`config.mk`:
```
export PLATFORM = sky130hd
export DESIGN_NAME = crx_glue
export DESIGN_NICKNAME = d
export VERILOG_FILES = /design/src/rtl/crx_pulse_timer.v /design/src/rtl/crx_glue.v
export VERILOG_INCLUDE_DIRS = /design/src /design/src/rtl
export SDC_FILE = /design/constraint.sdc
export NUM_CORES = 1
export LEC_CHECK = 0
export ABC_AREA = 1
export BUFFER_PORTS_ARGS = -buffer_cell sky130_fd_sc_hd__buf_4
export CORE_UTILIZATION = 35
export CTS_CLUSTER_DIAMETER = 120
export DETAILED_ROUTE_END_ITERATION = 10
export GPL_ROUTABILITY_DRIVEN = 0
export HOLD_SLACK_MARGIN = 0.02
export PLACE_DENSITY = 0.49
export SYNTH_ARGS = -nofsm -noshare
export SYNTH_HDL_FRONTEND = slang
export SYNTH_SLANG_ARGS = --single-unit
export TNS_END_PERCENT = 10
```
`constraint.sdc`:
```
create_clock -name ref_clk_in -period 5.2 [get_ports ref_clk_in]
set_input_delay 1.04 -clock ref_clk_in [delete_from_list [all_inputs] [get_ports ref_clk_in]]
set_output_delay 1.04 -clock ref_clk_in [all_outputs]
set_load 0.01 [all_outputs]
```
`src/rtl/crx_consts.vh`:
```
// Constants for the processor reset and side-bus glue block.
// Assumes inclusion by bare name from rtl/ design files.
`ifndef CRX_CONSTS_VH
`define CRX_CONSTS_VH

// ------------------------------------------------------------
// Timing
// ------------------------------------------------------------
`define CRX_CLK_PERIOD_NS      10
`define CRX_PROCESSOR_HARD_RESET_OUT_TIME_NS     1000000
`define CRX_PROCESSOR_HARD_RESET_OUT_CYCLES      (`CRX_PROCESSOR_HARD_RESET_OUT_TIME_NS / `CRX_CLK_PERIOD_NS)
`define CRX_INIT_CYCLES        4

// ------------------------------------------------------------
// Field positions
// ------------------------------------------------------------
`define CRX_P92_HOT_RESET_BIT  0
`define CRX_P92_PROTECT_BIT    2
`define CRX_CFG4E_KBD_RST_BIT  1
`define CRX_CFG4E_COPROCESSOR_ERROR_IN_EN_BIT  4
`define CRX_CLKDIV_RSTDRV_BIT  3

// ------------------------------------------------------------
// Side-bus codes in mode B
// ------------------------------------------------------------
`define CRX_XCODE_IDLE         2'h0
`define CRX_XCODE_CLK_ADDR     2'h1
`define CRX_XCODE_CLK_DATA     2'h2
`define CRX_XCODE_ROM_KBD      2'h3

// ------------------------------------------------------------
// Address ranges
// ------------------------------------------------------------
`define CRX_UPPER_IO_BASE      16'h0800
`define CRX_UPPER_IO_LAST      16'h08ff

// ------------------------------------------------------------
// Reset values
// ------------------------------------------------------------
`define CRX_MODE_RST           1'h0

`endif

```
`src/rtl/crx_pulse_timer.v`:
```
// Retriggerable pulse stretcher: output high for CYCLES clocks after a trigger.
// Assumes a single clock domain and synchronous trigger.
`timescale 1ns/1ns
module crx_pulse_timer #(
    parameter integer CYCLES = 4,
    parameter integer WIDTH  = 20
) (
    input  wire             ref_clk_in,
    input  wire             rst_n_in,
    input  wire             trig_in,
    output reg              pulse_out
);
    reg [WIDTH-1:0] count_r;
    reg [WIDTH-1:0] count_nxt;

    always @* begin
        count_nxt = count_r;
        if (trig_in) begin
            count_nxt = CYCLES[WIDTH-1:0];
        end else if (count_r != {WIDTH{1'b0}}) begin
            count_nxt = count_r - {{(WIDTH-1){1'b0}}, 1'b1};
        end
    end

    always @(posedge ref_clk_in or negedge rst_n_in) begin
        if (!rst_n_in) begin
            count_r   <= {WIDTH{1'b0}};
            pulse_out <= 1'b0;
        end else begin
            count_r   <= count_nxt;
            pulse_out <= (count_nxt != {WIDTH{1'b0}});
        end
    end
endmodule

```
`src/rtl/crx_glue.v`:
```
// Processor reset and side-bus glue: side-bus selects, buffer control,
// processor interrupt and reset outputs for two strapped processor modes.
// Assumes all inputs synchronous to ref_clk_in; decode hits come from the
// bus controller as levels; the other parties keep their own protocol.
//
// Function
// - Read strobe low: buffer moves side data to system
// - Mode A: sample protect strap, show port bit 2
// - Buffer enable active for any side-bus decode
// - Mode A: low select is boot memory select
// - Mode A: high select for I/O 800h-8FFh
// - Mode B: selects form two-bit code, low first
// - Code 00 idle,01 clk addr,10 clk data,11 rom/kbd
// - Drive processor interrupt and separate non-maskable interrupt
// - Mode B: initialize asserted four clocks per event
// - Initialize from hot reset, shutdown, keyboard reset bit
// - Numeric error pin is IRQ13 unless bit 4 set
// - Mode A: hard reset one millisecond after events
// - Mode A: power good generates the other system resets
// - Mode A: expansion reset one millisecond after events
`timescale 1ns/1ns
`include "crx_consts.vh"
module crx_glue #(
    parameter integer PROCESSOR_HARD_RESET_OUT_CYCLES = `CRX_PROCESSOR_HARD_RESET_OUT_CYCLES,
    parameter integer TWIDTH        = 20
) (
    input  wire        ref_clk_in,
    input  wire        rst_n_in,
    input  wire        mode_strap_in,
    input  wire        power_good_in,
    input  wire        side_bus_read_strobe_n_in,
    input  wire        protect_strap_input_in,
    input  wire        io_cycle_in,
    input  wire        mem_cycle_in,
    input  wire [15:0] io_addr_in,
    input  wire        rom_decode_in,
    input  wire        kbd_decode_in,
    input  wire        clk_addr_decode_in,
    input  wire        clk_data_decode_in,
    input  wire [7:0]  sys_ctrl_port_in,
    input  wire [7:0]  cfg_4e_in,
    input  wire [7:0]  clk_div_in,
    input  wire        shutdown_cycle_in,
    input  wire        pic_int_in,
    input  wire        nmi_req_in,
    input  wire        coprocessor_error_n_in,
    output reg         mode_b_out,
    output reg         buffer_to_system_out,
    output reg         side_bus_buffer_enable_n_out,
    output reg         side_select_low_out,
    output reg         side_select_high_out,
    output reg         protect_status_out,
    output reg         cpu_int_out,
    output reg         cpu_nmi_out,
    output reg         cpu_init_out,
    output reg         processor_hard_reset_n_out,
    output reg         ignore_numeric_error_n_out,
    output reg         expansion_bus_reset_out,
    output reg         irq13_out,
    output reg         coprocessor_error_in_active_out
);
    // ------------------------------------------------------------
    // Mode strap capture
    // ------------------------------------------------------------
    reg       strap_done_r;
    reg       mode_b_r;
    reg       protect_r;
    reg       pg_r;
    reg [7:0] p92_r;
    reg [7:0] cfg_r;
    reg [7:0] div_r;

    always @(posedge ref_clk_in or negedge rst_n_in) begin
        if (!rst_n_in) begin
            strap_done_r <= 1'b0;
            mode_b_r     <= `CRX_MODE_RST;
            protect_r    <= 1'b0;
            pg_r         <= 1'b0;
            p92_r        <= 8'h00;
            cfg_r        <= 8'h00;
            div_r        <= 8'h00;
        end else begin
            strap_done_r <= 1'b1;
            if (!strap_done_r) begin
                mode_b_r  <= mode_strap_in;
                protect_r <= protect_strap_input_in;
            end
            pg_r  <= power_good_in;
            p92_r <= sys_ctrl_port_in;
            cfg_r <= cfg_4e_in;
            div_r <= clk_div_in;
        end
    end

    // ------------------------------------------------------------
    // Reset event detection
    // ------------------------------------------------------------
    wire pg_edge  = power_good_in & ~pg_r;
    wire hot_set  = sys_ctrl_port_in[`CRX_P92_HOT_RESET_BIT]
                    & ~p92_r[`CRX_P92_HOT_RESET_BIT];
    wire kbd_set  = cfg_4e_in[`CRX_CFG4E_KBD_RST_BIT] & ~cfg_r[`CRX_CFG4E_KBD_RST_BIT];
    wire drv_set  = clk_div_in[`CRX_CLKDIV_RSTDRV_BIT] & ~div_r[`CRX_CLKDIV_RSTDRV_BIT];
    wire init_evt = hot_set | shutdown_cycle_in | kbd_set;
    wire hrst_evt = pg_edge | init_evt;
    wire isa_evt  = pg_edge | hot_set | drv_set;

    wire init_pulse;
    wire hrst_pulse;
    wire isa_pulse;

    crx_pulse_timer #(.CYCLES(`CRX_INIT_CYCLES), .WIDTH(TWIDTH)) u_init (
        .ref_clk_in (ref_clk_in),
        .rst_n_in   (rst_n_in),
        .trig_in    (init_evt & mode_b_r),
        .pulse_out  (init_pulse)
    );
    crx_pulse_timer #(.CYCLES(PROCESSOR_HARD_RESET_OUT_CYCLES), .WIDTH(TWIDTH)) u_hrst (
        .ref_clk_in (ref_clk_in),
        .rst_n_in   (rst_n_in),
        .trig_in    (hrst_evt & ~mode_b_r),
        .pulse_out  (hrst_pulse)
    );
    crx_pulse_timer #(.CYCLES(PROCESSOR_HARD_RESET_OUT_CYCLES), .WIDTH(TWIDTH)) u_isa (
        .ref_clk_in (ref_clk_in),
        .rst_n_in   (rst_n_in),
        .trig_in    (isa_evt & ~mode_b_r),
        .pulse_out  (isa_pulse)
    );

    // ------------------------------------------------------------
    // Side-bus select decode
    // ------------------------------------------------------------
    reg  [1:0] code_nxt;
    wire       upper_io = io_cycle_in && (io_addr_in >= `CRX_UPPER_IO_BASE)
                          && (io_addr_in <= `CRX_UPPER_IO_LAST);
    wire       any_hit  = rom_decode_in | kbd_decode_in | clk_addr_decode_in
                          | clk_data_decode_in | upper_io;

    always @* begin
        code_nxt = `CRX_XCODE_IDLE;
        if (rom_decode_in | kbd_decode_in) begin
            code_nxt = `CRX_XCODE_ROM_KBD;
        end else if (clk_data_decode_in) begin
            code_nxt = `CRX_XCODE_CLK_DATA;
        end else if (clk_addr_decode_in) begin
            code_nxt = `CRX_XCODE_CLK_ADDR;
        end
    end

    // ------------------------------------------------------------
    // Registered outputs
    // ------------------------------------------------------------
    always @(posedge ref_clk_in or negedge rst_n_in) begin
        if (!rst_n_in) begin
            mode_b_out                   <= 1'b0;
            buffer_to_system_out         <= 1'b0;
            side_bus_buffer_enable_n_out <= 1'b1;
            side_select_low_out          <= 1'b0;
            side_select_high_out         <= 1'b0;
            protect_status_out           <= 1'b0;
            cpu_int_out                  <= 1'b0;
            cpu_nmi_out                  <= 1'b0;
            cpu_init_out                 <= 1'b0;
            processor_hard_reset_n_out   <= 1'b0;
            ignore_numeric_error_n_out   <= 1'b1;
            expansion_bus_reset_out      <= 1'b1;
            irq13_out                    <= 1'b0;
            coprocessor_error_in_active_out              <= 1'b0;
        end else begin
            mode_b_out           <= mode_b_r;
            buffer_to_system_out <= ~side_bus_read_strobe_n_in;
            side_bus_buffer_enable_n_out <= ~any_hit;
            if (mode_b_r) begin
                side_select_low_out  <= code_nxt[0];
                side_select_high_out <= code_nxt[1];
            end else begin
                side_select_low_out  <= rom_decode_in & mem_cycle_in;
                side_select_high_out <= upper_io;
            end
            protect_status_out <= ~mode_b_r & protect_r;
            cpu_int_out        <= pic_int_in;
            cpu_nmi_out        <= nmi_req_in;
            cpu_init_out       <= mode_b_r & init_pulse;
            processor_hard_reset_n_out <= mode_b_r | ~hrst_pulse;
            ignore_numeric_error_n_out <= 1'b1;
            expansion_bus_reset_out    <= ~mode_b_r & isa_pulse;
            if (cfg_4e_in[`CRX_CFG4E_COPROCESSOR_ERROR_IN_EN_BIT]) begin
                irq13_out       <= 1'b0;
                coprocessor_error_in_active_out <= ~coprocessor_error_n_in;
            end else begin
                irq13_out       <= ~coprocessor_error_n_in;
                coprocessor_error_in_active_out <= 1'b0;
            end
        end
    end
endmodule

```
==> After elaboration in Yosys (flattened, before gate mapping) <==
Cells that the tools add are included.
{ "word_totals": {"ff_bits": 87, "mem_bits_rw": 0, "mem_bits_ro": 0, "latchBits": 0, "in_bits": 56, "mem_count": 0, "word_cells": 82, "output_inout_bits": 14} }
{ "op_classes": {"n_bitwise": 30, "addsub": 3, "div_mod_pow": 0, "order_cmp": 2, "eq_ne": 0, "muxes": 13, "mul": 0, "shifts": 0, "reduce_logical": 8} }
{ "ops": {"columns": ["operator", "count"], "rows": [
  ["two-way mux 20 bit", 6],
  ["nonzero test 20 bit", 6],
  ["subtractor 20 x 1 -> 20 bit (second input constant)", 3],
  ["greater-or-equal comparator 16 x 12 -> 1 bit (second input constant)", 1],
  ["<= comparator 16 x 12 -> 1 bit (second input constant)", 1],
  ["AND 1 bit", 11],
  ["OR 1 bit", 10],
  ["NOT 1 bit", 9],
  ["two-way mux 1 bit", 5],
  ["two-way mux 2 bit", 2],
  ["logical AND 1 bit", 2]
]} }

==> Logic depth before layout (Yosys ltp) <==
{ "depth": {"depth_word": 8, "ltp_mapped": 13, "depth_no_buf": 13} }

==> Hierarchy <==
Synthesis repeated with hierarchy kept, for this count alone.
{ "unflattened": {"hier_cells": 705, "hier_area_um2": 5166.2} }
{ "by_module_without_submodules": {"columns": ["mod", "area_each_um2", "instances", "cells_per_inst", "seq_area_each_um2"], "rows": [
  ["crx_pulse_timer (u_hrst ...)", 1502.7, 2, 211, 525.5],
  ["crx_pulse_timer (u_init)", 1422.6, 1, 210, 525.5],
  ["crx_glue", 738.2, 1, 73, 503.0]
]} }

==> Worst setup path before layout <==
Ideal clock, no wire load.
{ "synth_path": {"path_kind": "input-to-reg", "start": "input port shutdown_cycle_in", "end": "register u_hrst.pulse_out", "setup_slack_ps": 3059, "stages": 8, "setup_ps": 130, "required_time_ps": 5070, "arrival_ps": 2011, "n_path_buf": 1, "cell_sequence": "nand3b_1 -> o21ai_4 -> buf_4 -> nand2_1 -> inv_2 -> nand3_1 -> nor3_1 -> nand3_1"} }
{ "synth_via": {"elab_chain_len": 6} }
{ "synth_lines": {"columns": ["item", "line", "text"], "rows": [
  ["start, declared", "crx_glue.v:43", "input wire shutdown_cycle_in,"],
  ["OR 1 bit (2 in series)", "crx_glue.v:103", "wire init_evt = hot_set | shutdown_cycle_in | kbd_set;"],
  ["OR 1 bit", "crx_glue.v:104", "wire hrst_evt = pg_edge | init_evt;"],
  ["AND 1 bit", "crx_glue.v:120", ".trig_in (hrst_evt & ~mode_b_r),"],
  ["two-way mux 20 bit", "crx_pulse_timer.v:18", "if (trig_in) begin"],
  ["named net u_hrst.count_nxt[16]", "crx_pulse_timer.v:14", "reg [WIDTH-1:0] count_nxt;"],
  ["nonzero test 20 bit", "crx_pulse_timer.v:31", "pulse_out <= (count_nxt != {WIDTH{1'b0}});"],
  ["end signal, assigned", "crx_pulse_timer.v:31", null],
  ["end, declared", "crx_pulse_timer.v:11", "output reg pulse_out"]
]} }
The timed path passes the listed nets, and every way through them passes these cells.
A chain may end at the register's enable or synchronous reset.

==> Worst setup path in the final report <==
{ "layout_path": {"start": "input port power_good_in", "end": "register u_isa.pulse_out"} }
{ "layout_via": {"elab_chain_len": 6} }
{ "layout_lines": {"columns": ["item", "line", "text"], "rows": [
  ["start, declared", "crx_glue.v:30", "input wire power_good_in,"],
  ["AND 1 bit", "crx_glue.v:98", "wire pg_edge = power_good_in & ~pg_r;"],
  ["OR 1 bit (2 in series)", "crx_glue.v:105", "wire isa_evt = pg_edge | hot_set | drv_set;"],
  ["AND 1 bit", "crx_glue.v:126", ".trig_in (isa_evt & ~mode_b_r),"],
  ["two-way mux 20 bit", "crx_pulse_timer.v:18", null],
  ["nonzero test 20 bit", "crx_pulse_timer.v:31", null],
  ["end signal, assigned", "crx_pulse_timer.v:31", null],
  ["end, declared", "crx_pulse_timer.v:11", null]
]} }
No other way between the ends.

==> flow_metrics.env <==
export IMPL_antenna_found_initial=0
export IMPL_reg_top3="u_hrst.count_r x20, u_init.count_r x20, u_isa.count_r x20"
export IMPL_relSlewSlack=0.549
export IMPL_setup_ws_ps=2690
export IMPL_drv_cap=0
export IMPL_worstPathArrival_ps=2720
export IMPL_powerDensity_nw_per_um2=479
export IMPL_ioPinCount=70
export IMPL_synth_edf_count=0
export IMPL_cts_root_buffer="clkbuf_16"
export IMPL_drt_iter0_markers=219
export IMPL_clkTransAtPathRegs_ps=70
export IMPL_dr_pass1_iters=5
export IMPL_synth_main_ff_cell="dfrtp_1"
export IMPL_crit_required_ps=5410
export IMPL_ctsResizeCount=0
export IMPL_vias_per_cell=4.69
export IMPL_synthArstFlopShare=1.00
export IMPL_gr_usage_all_layers=0.174
export IMPL_synth_area_leader_cell="dfrtp_1"
export IMPL_gr_total_overflow=0
export IMPL_hold_class="flip-flop to flip-flop"
export IMPL_syn_cell_area_um2=4880
export IMPL_numPortBuffers=40
export IMPL_worstPathCellList="buf_4, inv_1, o211ai_1, nand2_1, inv_2, nor2_1, nand3_1, nand2_1, nor3_1, nand3_1"
export IMPL_cts_htree_levels=3
export IMPL_grt_pass1_wl_mm=19.6
export IMPL_syn_to_final_growth_pct=15.9
export IMPL_die_height_um=120
export IMPL_synth_cells=663
export IMPL_grt_max_degree=52
export IMPL_postPlaceCellArea_um2=5350
export IMPL_crit_fanout=12
export IMPL_layoutNonFillerInstCount=889
export IMPL_startpoint_type="input pin"
export IMPL_register_area_um2=2080
export IMPL_fillers=1389
export IMPL_rows=42
export IMPL_vias=4166
export IMPL_slowest_stage="nand2_1"
export IMPL_drive_gt1_frac=0.153
export IMPL_setup_violations_final=0
export IMPL_routed_wl_mm=11.3
export IMPL_nets=770
export IMPL_fp_dieArea_um2=14400
export IMPL_postRouteAntennaNets=0
export IMPL_dp_slack_ps=2320
export IMPL_yosys_top_cells_area="dfrtp_1 42%, nand2_1 12%, nor2_1 8.7%"
export IMPL_finalInstanceArea_um2=5650
export IMPL_remaining_drc_errors=0
export IMPL_leakage_nw=3.04
export IMPL_max_clock_path_buffers=2
export IMPL_cts_made_buffers=9
export IMPL_crit_path_end_kind="flip-flop"
export IMPL_critical_path_class="input pin to flip-flop"
export IMPL_ys_seq_area_frac=0.426
export IMPL_rrSetupSlack_ps=2910
export IMPL_wl_per_cell_um=12.8
export IMPL_cts_setup_buffers=0
export IMPL_tns_ps=0
export IMPL_coreArea_um2=13400
export IMPL_critPathBufInv=3
export IMPL_cts_tree="yes"
export IMPL_worst_pin_slew_ps=677
export IMPL_die_w_um=120
export IMPL_finish_utilization=0.422
export IMPL_path_delay_family="simple AND/OR/NAND/NOR gates"
export IMPL_min_period_ps=2510
export IMPL_avgSynthCellArea_um2=7.36
export IMPL_rsz0062_at_grt="no"
export IMPL_fmax_ghz=0.398
export IMPL_multi_input_area_um2=2340
export IMPL_critPathMaxStageDelay_ps=360
export IMPL_vdd_ir_drop_max_mv=0.184
export IMPL_finalHoldViolCount=0
export IMPL_synth_seq_cells=83
export IMPL_yosysTopAreaCellShare=0.415
export IMPL_skew_ps=9.82
export IMPL_dp_cells=873
export IMPL_cts_sinks=83
export IMPL_yosysMostFrequentCell="nand2_1"
export IMPL_clock_latency_ps=350
export IMPL_status="finished, final reports clean"
export IMPL_drv_slew=0
export IMPL_fin_crit_sh=0.483
export IMPL_synth_commonest_cells="156 x nand2_1, 113 x nor2_1, 99 x inv_1"
export IMPL_cts_hold_buf=0
export IMPL_ys_warn_count=0
export IMPL_yosysUniqueCellTypes=36
export IMPL_initial_utilization=0.364
export IMPL_diodes=0
export IMPL_grt_pass1_vias=4151
export IMPL_dp_hpwl_mm=8.50
==> where the power goes <==
group          total [W]  switching, W  internal [W]
clock           0.000658      0.000271      0.000387
combinational    0.00115      0.000738      0.000408
sequential      0.000906      0.000131      0.000775
==> worst paths after layout <==
path | cells past startpoint | to | start
worst max-delay path | 10 | u_isa.pulse_out | power_good_in
worst min-delay path | 1 | processor_hard_reset_n_out | u_hrst.pulse_out
worst max register to register | 13 | u_hrst.pulse_out | u_hrst.count_r[0]
worst min register to register | 1 | processor_hard_reset_n_out | u_hrst.pulse_out
max in group asynchronous | 2 | u_init.count_r[13] | rst_n_in
min in group asynchronous | 1 | div_r[3] | rst_n_in
==> cell families (layout without fill, tap and decap cells) <==
kind of cell / after synthesis / count (layout) / share of synthesized area
flip-flops: 83 / 83 / 0.426
other: 1 / 2 / 0.000768
buffers and inverters: 114 / 163 / 0.0944
AND/OR/NAND/NOR: 415 / 415 / 0.395
XOR/XNOR: 23 / 23 / 0.0413
adder cells (fa/ha/maj): 6 / 6 / 0.0154
AO/OA/AOI/OAI: 21 / 21 / 0.0267
==> stage by stage <==
stage                     power (W)  hold WS (ps)
after floorplan             0.00180           349
after global placement      0.00206           397
after detailed placement    0.00207           405
after CTS                   0.00275           419
after global routing        0.00295           445
final                       0.00271           417
==> cell usage in the layout, fill, tap and decap left out, drive strengths merged <==
master / synthesis / layout
nand2: 164 / 164
nor2: 139 / 139
inv: 104 / 104
dfrtp: 81 / 81
nand3: 77 / 77
buf: 7 / 41
xor2: 14 / 14
nand4: 12 / 12
nand3b: 11 / 11
clkbuf: 1 / 11
nor3: 10 / 10
xnor2: 9 / 9
o21ai: 9 / 9
a21oi: 7 / 7
ha: 6 / 6
clkinv: 2 / 4
o211ai: 2 / 2
a31oi: 2 / 2
conb: 1 / 2
clkinvlp: 0 / 2
dfstp: 2 / 2
or2: 1 / 1
o21bai: 1 / 1
nor4: 1 / 1
bufinv: 0 / 1
==> final cells by class <==
cell class | count | share of cell area
Clock buffer | 11 | 0.0429
Clock inverter | 5 | 0.0111
Inverter | 106 | 0.0704
Multi-Input combinational cell | 467 | 0.414
Sequential cell | 83 | 0.368
Tap cell | 176 | 0.0389
Timing Repair Buffer | 41 | 0.0544
==> per-layer routing <==
| metal | vias to the layer above | part of all wire | global-route usage | wire length, um |
|---|---|---|---|---|
| met5 | - | 0 | 0 | 0 |
| met4 | 0 | 0.0081 | 0.0555 | 92 |
| met3 | 6 | 0.041 | 0.0456 | 465 |
| met2 | 75 | 0.48 | 0.287 | 5400 |
| met1 | 1944 | 0.48 | 0.220 | 5390 |
| li1 | 2141 | - | - | - |
Power figures use the tool's default switching activity.
